`src/uira_params.svh`:
```
`ifndef UIRA_PARAMS_SVH
`define UIRA_PARAMS_SVH

// processor-side special function register addresses
`define UIRA_SFR_ADDR_SEL 8'h96
`define UIRA_SFR_DATA_PORT 8'h97

// fields of the address select register
`define UIRA_BUSY_BIT 7
`define UIRA_AUTO_BIT 6
`define UIRA_ADDR_SEL_RESET 8'h00

// usb controller register addresses (six-bit target space)
`define UIRA_UA_FUNC_ADDR 6'h00
`define UIRA_UA_POWER 6'h01
`define UIRA_UA_IN_FLAGS 6'h02
`define UIRA_UA_OUT_FLAG 6'h04
`define UIRA_UA_COMMON_FLAGS 6'h06
`define UIRA_UA_IN_ENABLES 6'h07
`define UIRA_UA_OUT_ENABLE 6'h09
`define UIRA_UA_COMMON_ENABLES 6'h0b
`define UIRA_UA_FRAME_LOW 6'h0c
`define UIRA_UA_FRAME_HIGH 6'h0d
`define UIRA_UA_EP_SELECT 6'h0e
`define UIRA_UA_CLK_RECOVERY 6'h0f
`define UIRA_UA_EP_ZERO_CSR 6'h11
`define UIRA_UA_EP_IN_CSR_HIGH 6'h12
`define UIRA_UA_EP_OUT_CSR_LOW 6'h14
`define UIRA_UA_EP_OUT_CSR_HIGH 6'h15
`define UIRA_UA_COUNT_LOW 6'h16
`define UIRA_UA_COUNT_HIGH 6'h17
`define UIRA_UA_QUEUE_EP0 6'h20
`define UIRA_UA_QUEUE_EP1 6'h21

// reset values of the usb registers that are not all zero
`define UIRA_CLK_RECOVERY_RESET 8'h09

`endif

```
`src/uira_pkg.sv`:
```
package uira_pkg;

   // one processor access to the special function register space
   typedef struct packed {
      logic [7:0] addr;
      logic wr;
      logic rd;
      logic [7:0] wdata;
   } uira_sfr_req_t;

   // control and status bytes held for one endpoint
   typedef struct packed {
      logic [7:0] inLow;
      logic [7:0] inHigh;
      logic [7:0] outLow;
      logic [7:0] outHigh;
   } uira_ep_csr_t;

   // event pulses from the usb engine, one bit per flag
   typedef struct packed {
      logic [7:0] inSet;
      logic [7:0] outSet;
      logic [7:0] commonSet;
   } uira_events_t;

endpackage : uira_pkg

```
`src/usb_indirect_register_access.sv`:
```
`include "uira_params.svh"

// Overview of operation
// (RULE1) usb registers reachable only via address-select and data-port registers
// (RULE2) bits 5..0 of address-select pick the register the data port acts on
// (RULE3) endpoint select register steers indexed registers to that endpoint
// (RULE4) pending flags: in events at 0x02, out event, common events
// (RULE5) enable registers for the three flag groups at 0x07, 0x09, 0x0b
// (RULE6) frame number low byte at 0x0c, high byte at 0x0d
// (RULE7) with endpoint zero indexed, 0x16 gives its received byte count
// (RULE8) other indexed endpoints: out count low at 0x16, high at 0x17
// (RULE9) indexed out control/status low byte at 0x14, high at 0x15
// (RULE10) 0x11 is endpoint zero csr or in csr low; in csr high at 0x12
// (RULE11) writing one to busy starts indirect read; busy clears when data valid
// (RULE12) auto-read: each data-port read starts the next read at same target
module uira_register_access
   import uira_pkg::*;
#(
   parameter int NUM_EP = 2,
   parameter int EP_SEL_W = 4
) (
   // clock and reset
   input wire logic clk,
   input wire logic arst_n,
   // processor special function register port
   input wire uira_sfr_req_t sfrReq,
   output logic [7:0] sfrRdata,
   // usb engine status inputs
   input wire uira_events_t events,
   input wire logic [10:0] frameNumber,
   input wire logic [NUM_EP-1:0][15:0] epRxCount,
   input wire logic [7:0] queueRdata,
   // usb engine control outputs
   output logic [6:0] functionAddress,
   output logic [7:0] powerManagement,
   output logic [7:0] inEventEnables,
   output logic [7:0] outEventEnable,
   output logic [7:0] commonEventEnables,
   output logic [7:0] clockRecoveryControl,
   output logic [EP_SEL_W-1:0] endpointSelect,
   output uira_ep_csr_t [NUM_EP-1:0] epCsr,
   // endpoint queue strobes
   output logic queueRead,
   output logic queueWrite,
   output logic queueEp,
   output logic [7:0] queueWdata,
   // pending flags, visible to the engine for its own interrupt path
   output logic [7:0] inEventFlags,
   output logic [7:0] outEventFlag,
   output logic [7:0] commonEventFlags
);

   localparam int SEL_W = (NUM_EP > 1) ? $clog2(NUM_EP) : 1;

   ////////////////////////////////////////////////////////////////////////////
   // state of the access path

   logic busy;
   logic autoRead;
   logic [5:0] targetAddr;
   logic [7:0] dataPort;

   ////////////////////////////////////////////////////////////////////////////
   // processor access decode

   wire sfrHitSel = sfrReq.addr == `UIRA_SFR_ADDR_SEL; // [RULE1]
   wire sfrHitData = sfrReq.addr == `UIRA_SFR_DATA_PORT; // [RULE1]
   wire selWrite = sfrReq.wr && sfrHitSel;
   wire dataWrite = sfrReq.wr && sfrHitData;
   wire dataRead = sfrReq.rd && sfrHitData;

   // a read of the data port re-arms only when auto-read is on
   wire autoStart = dataRead && autoRead; // [RULE12]
   wire busyStart = selWrite && sfrReq.wdata[`UIRA_BUSY_BIT]; // [RULE11]
   wire startRead = busyStart || autoStart;

   // auto-read keeps the target; a select write in the same cycle wins
   wire [5:0] readAddr = selWrite ? sfrReq.wdata[5:0] : targetAddr; // [RULE2]

   ////////////////////////////////////////////////////////////////////////////
   // endpoint index decode

   wire idxValid = endpointSelect < EP_SEL_W'(NUM_EP); // [RULE3]
   wire [SEL_W-1:0] selIdx = endpointSelect[SEL_W-1:0];
   wire uira_ep_csr_t selCsr = idxValid ? epCsr[selIdx] : '0; // [RULE3]
   wire [15:0] selCount = idxValid ? epRxCount[selIdx] : 16'h0000;

   ////////////////////////////////////////////////////////////////////////////
   // read selection of the usb register space

   logic busyCapture;
   logic [5:0] capAddr;

   // one slot serves endpoint zero csr and the in csr low byte of others
   wire [7:0] regValue =
      (capAddr == `UIRA_UA_FUNC_ADDR) ? {1'b0, functionAddress} :
      (capAddr == `UIRA_UA_POWER) ? powerManagement :
      (capAddr == `UIRA_UA_IN_FLAGS) ? inEventFlags : // [RULE4]
      (capAddr == `UIRA_UA_OUT_FLAG) ? outEventFlag : // [RULE4]
      (capAddr == `UIRA_UA_COMMON_FLAGS) ? commonEventFlags : // [RULE4]
      (capAddr == `UIRA_UA_IN_ENABLES) ? inEventEnables : // [RULE5]
      (capAddr == `UIRA_UA_OUT_ENABLE) ? outEventEnable : // [RULE5]
      (capAddr == `UIRA_UA_COMMON_ENABLES) ? commonEventEnables : // [RULE5]
      (capAddr == `UIRA_UA_FRAME_LOW) ? frameNumber[7:0] : // [RULE6]
      (capAddr == `UIRA_UA_FRAME_HIGH) ? {5'h00, frameNumber[10:8]} : // [RULE6]
      (capAddr == `UIRA_UA_EP_SELECT) ? 8'(endpointSelect) :
      (capAddr == `UIRA_UA_CLK_RECOVERY) ? clockRecoveryControl :
      (capAddr == `UIRA_UA_EP_ZERO_CSR) ? selCsr.inLow : // [RULE10]
      (capAddr == `UIRA_UA_EP_IN_CSR_HIGH) ? selCsr.inHigh : // [RULE10]
      (capAddr == `UIRA_UA_EP_OUT_CSR_LOW) ? selCsr.outLow : // [RULE9]
      (capAddr == `UIRA_UA_EP_OUT_CSR_HIGH) ? selCsr.outHigh : // [RULE9]
      (capAddr == `UIRA_UA_COUNT_LOW) ? selCount[7:0] : // [RULE7] [RULE8]
      (capAddr == `UIRA_UA_COUNT_HIGH) ? selCount[15:8] : // [RULE8]
      (capAddr == `UIRA_UA_QUEUE_EP0) ? queueRdata :
      (capAddr == `UIRA_UA_QUEUE_EP1) ? queueRdata :
      8'h00;

   // side effects of an indirect read land in the capture cycle
   wire capQueue = busyCapture &&
      (capAddr == `UIRA_UA_QUEUE_EP0 || capAddr == `UIRA_UA_QUEUE_EP1);
   wire clrIn = busyCapture && capAddr == `UIRA_UA_IN_FLAGS;
   wire clrOut = busyCapture && capAddr == `UIRA_UA_OUT_FLAG;
   wire clrCommon = busyCapture && capAddr == `UIRA_UA_COMMON_FLAGS;

   ////////////////////////////////////////////////////////////////////////////
   // write decode of the usb register space

   // writes go straight to the current target; host waits for busy low first
   // writes to read-only, flag or unmapped targets decode to nothing and are lost
   wire wrFunc = dataWrite && targetAddr == `UIRA_UA_FUNC_ADDR;
   wire wrPower = dataWrite && targetAddr == `UIRA_UA_POWER;
   wire wrInEn = dataWrite && targetAddr == `UIRA_UA_IN_ENABLES;
   wire wrOutEn = dataWrite && targetAddr == `UIRA_UA_OUT_ENABLE;
   wire wrCommonEn = dataWrite && targetAddr == `UIRA_UA_COMMON_ENABLES;
   wire wrSelect = dataWrite && targetAddr == `UIRA_UA_EP_SELECT;
   wire wrClkRec = dataWrite && targetAddr == `UIRA_UA_CLK_RECOVERY;
   wire wrCsrInL = dataWrite && targetAddr == `UIRA_UA_EP_ZERO_CSR;
   wire wrCsrInH = dataWrite && targetAddr == `UIRA_UA_EP_IN_CSR_HIGH;
   wire wrCsrOutL = dataWrite && targetAddr == `UIRA_UA_EP_OUT_CSR_LOW;
   wire wrCsrOutH = dataWrite && targetAddr == `UIRA_UA_EP_OUT_CSR_HIGH;
   wire wrQueue = dataWrite &&
      (targetAddr == `UIRA_UA_QUEUE_EP0 || targetAddr == `UIRA_UA_QUEUE_EP1);

   ////////////////////////////////////////////////////////////////////////////
   // processor read data of the two special function registers

   wire [7:0] selReadValue = {busy, autoRead, targetAddr};
   wire [7:0] next_sfrRdata = sfrHitSel ? selReadValue :
      sfrHitData ? dataPort : 8'h00;

   // registered answer, one cycle after the strobe
   always_ff @(posedge clk or negedge arst_n) begin
      if (!arst_n) begin
         sfrRdata <= 8'h00;
      end else if (sfrReq.rd) begin
         sfrRdata <= next_sfrRdata;
      end
   end

   ////////////////////////////////////////////////////////////////////////////
   // address select register and busy handshake

   // busy lasts one cycle: the register file answers within that cycle
   always_ff @(posedge clk or negedge arst_n) begin
      if (!arst_n) begin
         busy <= 1'b0;
         autoRead <= 1'b0;
         targetAddr <= 6'h00;
         busyCapture <= 1'b0;
         capAddr <= 6'h00;
      end else begin
         if (selWrite) begin
            autoRead <= sfrReq.wdata[`UIRA_AUTO_BIT]; // [RULE12]
            targetAddr <= sfrReq.wdata[5:0]; // [RULE2]
         end
         busy <= startRead; // [RULE11]
         busyCapture <= startRead;
         if (startRead) begin
            capAddr <= readAddr;
         end
      end
   end

   // data port takes the addressed register when busy falls
   always_ff @(posedge clk or negedge arst_n) begin
      if (!arst_n) begin
         dataPort <= 8'h00;
      end else if (busyCapture) begin
         dataPort <= regValue; // [RULE11]
      end
   end

   ////////////////////////////////////////////////////////////////////////////
   // pending event flags, cleared by an indirect read

   // a set arriving with the clear survives, so no event is lost
   wire [7:0] next_inFlags = (inEventFlags & ~{8{clrIn}}) | events.inSet;
   wire [7:0] next_outFlag = (outEventFlag & ~{8{clrOut}}) | events.outSet;
   wire [7:0] next_commonFlags = (commonEventFlags & ~{8{clrCommon}}) | events.commonSet;

   always_ff @(posedge clk or negedge arst_n) begin
      if (!arst_n) begin
         inEventFlags <= 8'h00;
         outEventFlag <= 8'h00;
         commonEventFlags <= 8'h00;
      end else begin
         inEventFlags <= next_inFlags; // [RULE4]
         outEventFlag <= next_outFlag; // [RULE4]
         commonEventFlags <= next_commonFlags; // [RULE4]
      end
   end

   ////////////////////////////////////////////////////////////////////////////
   // common writable registers

   always_ff @(posedge clk or negedge arst_n) begin
      if (!arst_n) begin
         functionAddress <= 7'h00;
         powerManagement <= 8'h00;
         clockRecoveryControl <= `UIRA_CLK_RECOVERY_RESET;
         endpointSelect <= '0;
      end else begin
         if (wrFunc) begin
            functionAddress <= sfrReq.wdata[6:0];
         end
         if (wrPower) begin
            powerManagement <= sfrReq.wdata;
         end
         if (wrClkRec) begin
            clockRecoveryControl <= sfrReq.wdata;
         end
         if (wrSelect) begin
            endpointSelect <= sfrReq.wdata[EP_SEL_W-1:0]; // [RULE3]
         end
      end
   end

   // interrupt enables, handed to the engine's interrupt logic
   always_ff @(posedge clk or negedge arst_n) begin
      if (!arst_n) begin
         inEventEnables <= 8'h00;
         outEventEnable <= 8'h00;
         commonEventEnables <= 8'h00;
      end else begin
         if (wrInEn) begin
            inEventEnables <= sfrReq.wdata; // [RULE5]
         end
         if (wrOutEn) begin
            outEventEnable <= sfrReq.wdata; // [RULE5]
         end
         if (wrCommonEn) begin
            commonEventEnables <= sfrReq.wdata; // [RULE5]
         end
      end
   end

   ////////////////////////////////////////////////////////////////////////////
   // indexed control and status bytes, one set per endpoint

   // writes with an out-of-range index are dropped rather than aliased
   for (genvar ep = 0; ep < NUM_EP; ep++) begin : g_ep
      wire hitEp = idxValid && selIdx == SEL_W'(ep); // [RULE3]
      always_ff @(posedge clk or negedge arst_n) begin
         if (!arst_n) begin
            epCsr[ep] <= '0;
         end else if (hitEp) begin
            if (wrCsrInL) begin
               epCsr[ep].inLow <= sfrReq.wdata; // [RULE10]
            end
            if (wrCsrInH) begin
               epCsr[ep].inHigh <= sfrReq.wdata; // [RULE10]
            end
            if (wrCsrOutL) begin
               epCsr[ep].outLow <= sfrReq.wdata; // [RULE9]
            end
            if (wrCsrOutH) begin
               epCsr[ep].outHigh <= sfrReq.wdata; // [RULE9]
            end
         end
      end
   end

   ////////////////////////////////////////////////////////////////////////////
   // endpoint queue strobes

   // the queue byte is taken in the capture cycle; the registered pop strobe follows one cycle later
   always_ff @(posedge clk or negedge arst_n) begin
      if (!arst_n) begin
         queueRead <= 1'b0;
         queueWrite <= 1'b0;
         queueEp <= 1'b0;
         queueWdata <= 8'h00;
      end else begin
         queueRead <= capQueue;
         queueWrite <= wrQueue;
         if (capQueue) begin
            queueEp <= capAddr[0];
         end
         if (wrQueue) begin
            queueEp <= targetAddr[0];
            queueWdata <= sfrReq.wdata;
         end
      end
   end

endmodule : uira_register_access

```
`config.mk`:
```
export PLATFORM = sky130hd
export DESIGN_NAME = uira_register_access
export DESIGN_NICKNAME = d
export VERILOG_FILES = /design/src/uira_pkg.sv /design/src/usb_indirect_register_access.sv
export VERILOG_INCLUDE_DIRS = /design/src /design/src/src
export SDC_FILE = /design/constraint.sdc
export NUM_CORES = 1
export LEC_CHECK = 0
export BUFFER_PORTS_ARGS = -buffer_cell sky130_fd_sc_hd__buf_4
export CAP_MARGIN = 25
export CORE_MARGIN = 5
export CORE_UTILIZATION = 30
export DETAILED_ROUTE_END_ITERATION = 8
export PLACE_DENSITY = 0.54
export REMOVE_ABC_BUFFERS = 1
export SLEW_MARGIN = 20
export SYNTH_ARGS = -nofsm -noshare
export SYNTH_HDL_FRONTEND = slang
export SYNTH_SLANG_ARGS = --single-unit
```
`constraint.sdc`:
```
create_clock -name clk -period 2.1 [get_ports clk]
set_input_delay 0.315 -clock clk [delete_from_list [all_inputs] [get_ports clk]]
set_output_delay 0.315 -clock clk [all_outputs]
set_load 0.05 [all_outputs]
```
---- Word-level counts from Yosys, hierarchy flattened ----
Cells that the tools add are included.
operators by class
  order comparisons ....................... 2
  equal/unequal tests ..................... 33
  multiplexer cells ....................... 31
  bitwise logic cells ..................... 10
  reduce and logical (&&, ||, !) cells .... 37
operator list
  operator            number
  $mux 8              22
  $mux 32             3
  $eq 6x4->1 const B  10
  $eq 6x5->1 const B  10
  $mux 16             3
  $and 8x8->8         3
  $eq 6x3->1 const B  4
  $eq 6x6->1 const B  4
  $not 8->8           3
  $or 8x8->8          3
  $logic_and 1x1->1   23
  $eq 8x8->1 const B  2
  $reduce_and 2->1    8
  $eq 6x1->1 const B  2
  $logic_not 6->1     2
  $eq 6x2->1 const B  1
  $mux 6              1
  $lt 4x2->1 const B  1
  $logic_or 1x1->1    3
  $lt 1x2->1 const B  1
  $mux 1              2
  $reduce_bool 2->1   1
  $not 1->1           1
storage, ports and cells
  register bits after elaboration ......... 180
  input bits .............................. 95
  output and inout bits ................... 158

---- Logic depth before layout (Yosys ltp) ----
Gate-level depths: netlist (run 1).
  word-level depth ........................ 21
  depth in mapped cells ................... 9
  mapped depth without buffers ............ 6

---- Worst setup path before layout (run 1) ----
Ideal clock, no wire load.
  path type ............................... register to register
  start ................................... register endpointSelect[2]
  end ..................................... register epCsr[25] (netlist bit)
  arrival time ............................ 2.324 ns
  setup slack ............................. -0.349 ns
  stages on the path, launching flop included .. 7
  clock period less this slack ............ 2.449 ns
  path through ............................ dfrtp_1 > nor3_2 > nand3_1 > nor4_4 > nand2b_2 > nor4_4 > mux2_2
on the way
  word-level cells in the longest chain between the ends .. 3
ends and longest elaborated chain
  element                     RTL line                             text
  from (decl)                 usb_indirect_register_access.sv:40   output logic [EP_SEL_W-1:0] endpointSelect,
  from (signal assigned)      usb_indirect_register_access.sv:233  endpointSelect <= sfrReq.wdata[EP_SEL_W-1:0];
  $lt 4x2->1                  usb_indirect_register_access.sv:83   wire idxValid = endpointSelect < EP_SEL_W'(NUM_EP);
  $logic_and 1x1->1           usb_indirect_register_access.sv:262  wire hitEp = idxValid && selIdx == SEL_W'(ep);
  $reduce_and 2->1 (no line)  -
  to (decl)                   usb_indirect_register_access.sv:41   output uira_ep_csr_t [NUM_EP-1:0] epCsr,
Every way passes these cells.
A chain may end at the register's enable or synchronous reset.

---- Worst setup path after layout (run 1) ----
  start ................................... register capAddr[3]
  end ..................................... register dataPort[3]
on the way
  word-level cells in the longest chain between the ends .. 21
  elaborated cells between the ends (all ways) .. 40
ends and longest elaborated chain
  element                 RTL line                             text
  from (decl)             usb_indirect_register_access.sv:92   logic [5:0] capAddr;
  from (signal assigned)  usb_indirect_register_access.sv:179  capAddr <= readAddr;
  $eq 6x6->1 (no line)    -
  $mux 8                  usb_indirect_register_access.sv:115  (capAddr == `UIRA_UA_QUEUE_EP1) ? queueRdata :
  $mux 8                  usb_indirect_register_access.sv:114  (capAddr == `UIRA_UA_QUEUE_EP0) ? queueRdata :
  $mux 8                  usb_indirect_register_access.sv:113  (capAddr == `UIRA_UA_COUNT_HIGH) ? selCount[15:8] :
  $mux 8                  usb_indirect_register_access.sv:112  (capAddr == `UIRA_UA_COUNT_LOW) ? selCount[7:0] :
  $mux 8                  usb_indirect_register_access.sv:111  (capAddr == `UIRA_UA_EP_OUT_CSR_HIGH) ? selCsr.outHigh :
  $mux 8                  usb_indirect_register_access.sv:110  (capAddr == `UIRA_UA_EP_OUT_CSR_LOW) ? selCsr.outLow :
  $mux 8                  usb_indirect_register_access.sv:109  (capAddr == `UIRA_UA_EP_IN_CSR_HIGH) ? selCsr.inHigh :
  [... 5 more ...]        -
  $mux 8                  usb_indirect_register_access.sv:103  (capAddr == `UIRA_UA_COMMON_ENABLES) ? commonEventEnables :
  $mux 8                  usb_indirect_register_access.sv:102  (capAddr == `UIRA_UA_OUT_ENABLE) ? outEventEnable :
  $mux 8                  usb_indirect_register_access.sv:101  (capAddr == `UIRA_UA_IN_ENABLES) ? inEventEnables :
  $mux 8                  usb_indirect_register_access.sv:100  (capAddr == `UIRA_UA_COMMON_FLAGS) ? commonEventFlags :
  $mux 8                  usb_indirect_register_access.sv:99   (capAddr == `UIRA_UA_OUT_FLAG) ? outEventFlag :
  $mux 8                  usb_indirect_register_access.sv:98   (capAddr == `UIRA_UA_IN_FLAGS) ? inEventFlags :
  $mux 8                  usb_indirect_register_access.sv:97   (capAddr == `UIRA_UA_POWER) ? powerManagement :
  $mux 8 (*)              usb_indirect_register_access.sv:96   (capAddr == `UIRA_UA_FUNC_ADDR) ? {1'b0, functionAddress} :
  to (signal assigned)    usb_indirect_register_access.sv:189  dataPort <= regValue;
  to (decl)               usb_indirect_register_access.sv:61   logic [7:0] dataPort;
Mark *: on every way between the ends. The rest lies on a longest branch, timed or not.

==> results.json, run 1 <==
{
  "outcome": "complete, but fails checks",
  "violations": "negative setup slack",
  "yosysWarnings": 0,
  "min_from": "events[16]",
  "ioPinCount": 253,
  "power.density_nw_per_um2": 517,
  "die_area_sq_um": 34100,
  "cts_made_buffers": 17,
  "hold_ws_ns": 0.0339,
  "avgSynthCellArea_sq_um": 11.5,
  "detail-route-antenna-nets": 0,
  "clk_pin_slew_ns": 0.08,
  "min_period_ns": 2.51,
  "endpoint_kind": "flip-flop",
  "r2r_start": "capAddr[3]",
  "fin_crit_sh": 1.20,
  "worstReg2RegEnd": "dataPort[3]",
  "fin_skew_ns": 0.0149,
  "synth_edf_count": 0,
  "max_cap_violations": 0,
  "synthToLayoutAreaGrowth_pct": 54.4,
  "worst_slack_ns": -0.411,
  "tightest_slew_ns": 0.541,
  "final_common_cell": "buf_4",
  "track_usage": 0.225,
  "drive_above_1_share": 0.579,
  "gp_congestion": 0.923,
  "drc_errors": 0,
  "clock_latency_ns": 0.45,
  "grt-ovfl-total": 0,
  "crit_path_start_kind": "flip-flop",
  "dp_hpwl_um": 29200,
  "first_pass_iters": 4,
  "die_width_um": 185,
  "finish.net_count": 1278,
  "hold_depth": 2,
  "required_ns": 2.41,
  "ys_seq_area_frac": 0.492,
  "drv_slew": 0,
  "ir_drop_mv": 0.489,
  "h-tree-depth": 4,
  "r2r_cells": 10,
  "wire_per_inst_um": 24.5,
  "clockBufferDepth": 2,
  "rsz0062_at_grt": "yes",
  "first_global_vias": 8840,
  "cts_tree": "done",
  "r2r_slack_ns": -0.41,
  "coreArea_sq_um": 30300,
  "hold_viol": 0,
  "die_y_um": 185,
  "synth_area_sq_um": 9160,
  "vias": 8410,
  "crit_fanout": 5,
  "hold_path.class": "primary input to flip-flop",
  "syn_inst": 794,
  "ys.flop_type": "dfrtp_1",
  "portBuffers": 252,
  "post-place-ws_ns": -0.572,
  "routed_via_density": 5.28,
  "cts_sinks": 180,
  "drt_wl_total_um": 39100,
  "clockRootBuffer": "clkbuf_16",
  "arrival_ns": 2.82,
  "setup_viol": 64,
  "grt_max_degree": 73,
  "holdPathEnd": "inEventFlags[0]",
  "synth.distinct_cells": 67,
  "mostFrequentLayoutCells": "buf_4, dfrtp_1, mux2_2",
  "antenna_found_initial": 0,
  "diodes": 0,
  "grt_first_pass_wirelength_um": 57200,
  "async_flop_share": 1.00,
  "rows": 64,
  "start_util": 0.302,
  "max_freq_ghz": 0.398,
  "slew_headroom": 0.639,
  "dr.first_iter.drc_count": 516,
  "synth-seq-cells": 180,
  "worstSetupPathType": "flip-flop to flip-flop",
  "leakage_uw": 0.00654
}
==> synth_stat cells (all sizes together) (16+ instances only) <==
cell    instances  area, sq um
a21o           25          188
a21oi          44          220
a22oi          17          128
clkbuf         40          150
dfrtp         178         4450
mux2          152         1710
mux2i          40          400
nand2          34          128
nor2           49          191
nor3           16          113
o21ai          20          100
o22ai          18          113
==> worst max-delay path by stage <==
stage	slack [ns]	from	endpoint
CTS	-0.36	capAddr[3]	dataPort[3]
floorplan	-1.12	endpointSelect[0]	dataPort[3]
global route	-0.47	capAddr[3]	dataPort[4]
detailed placement	-0.57	sfrReq[13]	outEventEnable[6]
finish	-0.41	capAddr[3]	dataPort[3]
global placement	-0.55	capAddr[3]	dataPort[3]
==> layout make-up <==
class	count	area, sq um
inverters	9	33.8
fillers	2868	16200
well taps	396	495
repair buffers	425	3450
flip-flops and latches	180	4510
multi-input cells	550	5080
clock buffers	17	425
clock inverters	15	159
==> power by group <==
| part | switching (uW) | total, uW | internal, uW |
|---|---|---|---|
| clock network | 1650 | 3250 | 1590 |
| logic | 333 | 549 | 215 |
| registers | 28.2 | 3520 | 3490 |
==> layer usage <==
| metal | share of wire | vias up | track usage |
|---|---|---|---|
| met5 | 0 | - | 0 |
| met4 | 0.022 | 0 | 0.0611 |
| met3 | 0.063 | 46 | 0.0522 |
| met2 | 0.48 | 283 | 0.368 |
| met1 | 0.44 | 4302 | 0.302 |
| li1 | - | 3779 | - |
==> what timing repair did <==
item                                   4_1_cts  5_1_grt
hold buffers                                 1        0
gates cloned                                 1        0
pin swaps                                   28       36
resized for setup                           94       81
setup buffers                                5       10
endpoints found under the hold margin       47        0
setup endpoints to repair                  112      135
==> worst max-delay path, cell delays in order, from the launching register on <==
cell	delay, ns
dfrtp_1	0.41
or4bb_4	0.56
buf_6	0.16
buf_6	0.12
nor2_4	0.11
buf_6	0.12
a221o_1	0.20
o211ai_1	0.16
a221oi_2	0.30
buf_4	0.16
o22ai_2	0.05
==> flip-flops by register name, indices dropped and copies added (netlist names), 4 cells and up <==
| name | count |
|---|---|
| inEventFlags | 8 |
| powerManagement | 8 |
| outEventFlag | 8 |
| outEventEnable | 8 |
| clockRecoveryControl | 8 |
| queueWdata | 8 |
| commonEventEnables | 8 |
| inEventEnables | 8 |
| targetAddr | 6 |
| epCsr | 64 |
| commonEventFlags | 8 |
| dataPort | 8 |
| capAddr | 6 |
| sfrRdata | 8 |
| functionAddress | 7 |
| endpointSelect | 4 |
==> logic make-up after synthesis <==
family | synth area share
buf+inv | 0.0274
simple gates | 0.111
mux | 0.235
flops | 0.492
compound gates | 0.134
==> through the flow <==
| step | instances | total power (uW) | instance area [sq um] | util | setup TNS, ns |
|---|---|---|---|---|---|
| 2_1_floorplan | 739 | 3740 | 8950 | - | -67.57 |
| 3_3_place_gp | 1547 | 4120 | 12700 | 0.418 | -54.64 |
| 3_5_place_dp | 1547 | 4130 | 12700 | 0.418 | -55.70 |
| 4_1_cts | 1585 | 7380 | 13700 | 0.452 | -5.29 |
| 5_1_grt | 1592 | 7560 | 14100 | 0.466 | -11.06 |
| 6_report | 1592 | 7320 | 14100 | 0.466 | -6.09 |
Note: power is estimated with default switching activity, not from simulation.
==> inputs of run 2 (changes only) <==
--- a/config.mk
+++ b/config.mk
@@ -6,12 +6,13 @@
 export SDC_FILE = /design/constraint.sdc
 export NUM_CORES = 1
 export LEC_CHECK = 0
+export ABC_CLOCK_PERIOD_IN_PS = 2100
 export BUFFER_PORTS_ARGS = -buffer_cell sky130_fd_sc_hd__buf_4
 export CAP_MARGIN = 25
 export CORE_MARGIN = 5
-export CORE_UTILIZATION = 30
+export CORE_UTILIZATION = 48
 export DETAILED_ROUTE_END_ITERATION = 8
-export PLACE_DENSITY = 0.54
+export PLACE_DENSITY = 0.78
 export REMOVE_ABC_BUFFERS = 1
 export SLEW_MARGIN = 20
 export SYNTH_ARGS = -nofsm -noshare
==> run 2 against run 1 <==
Net effect:
- the run still ends with negative setup slack left
- clock power down 4%
- cell area down 2.7%
- flip-flop and latch count unchanged
- via count up 3.7%
- critical path type unchanged
- largest cell class unchanged
- largest power group unchanged
- highest routed layer unchanged
==> results.json, run 2 (synthesis results as in run 1) <==
{
  "outcome": "complete, but fails checks",
  "violations": "negative setup slack",
  "antenna_found_initial": 0,
  "final_common_cell": "buf_4",
  "grt_max_degree": 63,
  "fin_skew_ns": 0.00995,
  "worst_slack_ns": -0.332,
  "track_usage": 0.314,
  "cts_made_buffers": 17,
  "start_util": 0.488,
  "hold_viol": 0,
  "worstSetupPathType": "flip-flop to flip-flop",
  "p_seq_frac": 0.491,
  "dr.first_iter.drc_count": 795,
  "finish.net_count": 1263,
  "mostFrequentLayoutCells": "buf_4, dfrtp_1, mux2_2",
  "slew_headroom": 0.520,
  "clockRootBuffer": "clkbuf_16",
  "clk_pin_slew_ns": 0.07,
  "min_from": "events[0]",
  "drt_wl_total_um": 35100,
  "tns_ns": -6.68,
  "dp_cells": 1361,
  "max_cap_violations": 0,
  "setup_viol": 73,
  "internal-power_uw": 5400,
  "die_width_um": 148,
  "cts_sinks": 180,
  "power_switching_uw": 1780,
  "die_y_um": 148,
  "hold_path.class": "primary input to flip-flop",
  "wire_per_inst_um": 24.8,
  "rsz0062_at_grt": "yes",
  "clockBufferDepth": 2,
  "swShare": 0.248,
  "r2r_start": "capAddr[4]",
  "portBuffers": 252,
  "nFillCells": 1259,
  "dp_hpwl_um": 25100,
  "vias": 8718,
  "design_area_sq_um": 13800,
  "first_pass_iters": 7,
  "ioPinCount": 253,
  "tightest_slew_ns": 0.718,
  "largest_register": "epCsr",
  "h-tree-depth": 4,
  "diodes": 0,
  "combPwrFrac": 0.076,
  "cts_tree": "done",
  "grt_first_pass_wirelength_um": 53000,
  "detail-route-antenna-nets": 0,
  "routed_via_density": 6.16,
  "largest_reg_flops": 64,
  "crit_path_start_kind": "flip-flop",
  "clockPowerShare": 0.433,
  "endpoint_kind": "flip-flop",
  "first_global_vias": 8978,
  "drc_errors": 0,
  "drv_slew": 0,
  "clock_latency_ns": 0.43,
  "grt-ovfl-total": 0,
  "power.density_nw_per_um2": 521,
  "startpoint": "capAddr[4]",
  "required_ns": 2.40,
  "drive_above_1_share": 0.576,
  "synthToLayoutAreaGrowth_pct": 50.3,
  "ir_drop_mv": 0.547,
  "gp_congestion": 0.990,
  "placed_cell_area_sq_um": 12300,
  "fin_crit_sh": 1.16,
  "rows": 50,
  "min_period_ns": 2.43,
  "leakage_uw": 0.00653,
  "arrival_ns": 2.74,
  "coreArea_sq_um": 18800,
  "max_freq_ghz": 0.411,
  "crit_fanout": 11,
  "die_area_sq_um": 22000,
  "instances_no_fill": 1415
}
[run 2: final timing paths]
check                                      end  slack, ns  cells past startpoint
max                                dataPort[4]      -0.33                      9
min                        commonEventFlags[0]       0.05                      2
max reg2reg                        dataPort[4]      -0.33                      9
min reg2reg                      queueWdata[0]       0.51                      1
max in group asynchronous             autoRead       0.89                      3
min in group asynchronous            epCsr[54]       0.45                      2
[run 2: final cells by class]
type,count,area (sq um),share of cell area
Inverter,9,37.5,0.00273
Clock inverter,13,128,0.00927
Clock buffer,19,443,0.0322
Timing Repair Buffer,410,3360,0.244
Sequential cell,180,4510,0.328
Tap cell,234,293,0.0213
Multi-Input combinational cell,550,4990,0.363
[run 2: repair_timing]
item,in CTS,in global routing
hold endpoints to repair,54,0
pin swaps,31,19
gates resized for setup,120,60
setup endpoints to repair,97,119
setup buffers,9,13
hold buffers,1,0
[run 2: per-layer routing]
layer,vias up,global-route usage,part of all wire
met1,4355,0.416,0.39
li1,3737,-,-
met5,-,0,0
met2,523,0.509,0.47
met4,0,0.115,0.041
met3,103,0.0725,0.094
[run 2: power groups by stage]
stage	clock network, uW	logic, uW	registers [uW]
after CTS	3130	530	3520
after global placement	0	510	3590
after detailed placement	0	517	3590
after floorplan	0	83.4	3650
after global routing	3290	574	3530
final	3110	542	3530
[run 2: metrics by stage]
stage	setup WS (ns)	total power [uW]	util	hold slack (ns)
3_3_place_gp	-0.473	4100	0.653	0.343
2_1_floorplan	-1.12	3740	-	0.0194
6_report	-0.332	7180	0.734	0.0542
5_1_grt	-0.347	7390	0.734	0.0466
3_5_place_dp	-0.523	4110	0.653	0.346
4_1_cts	-0.284	7190	0.714	0.0475
[run 2: worst max-delay path, stage by stage, from the launching register on]
cell      delay, ns
dfrtp_1        0.40
buf_6          0.15
buf_8          0.15
or4_4          0.53
buf_6          0.15
o32a_1         0.30
o22ai_1        0.17
a21oi_1        0.09
mux2i_1        0.27
a211oi_2       0.09
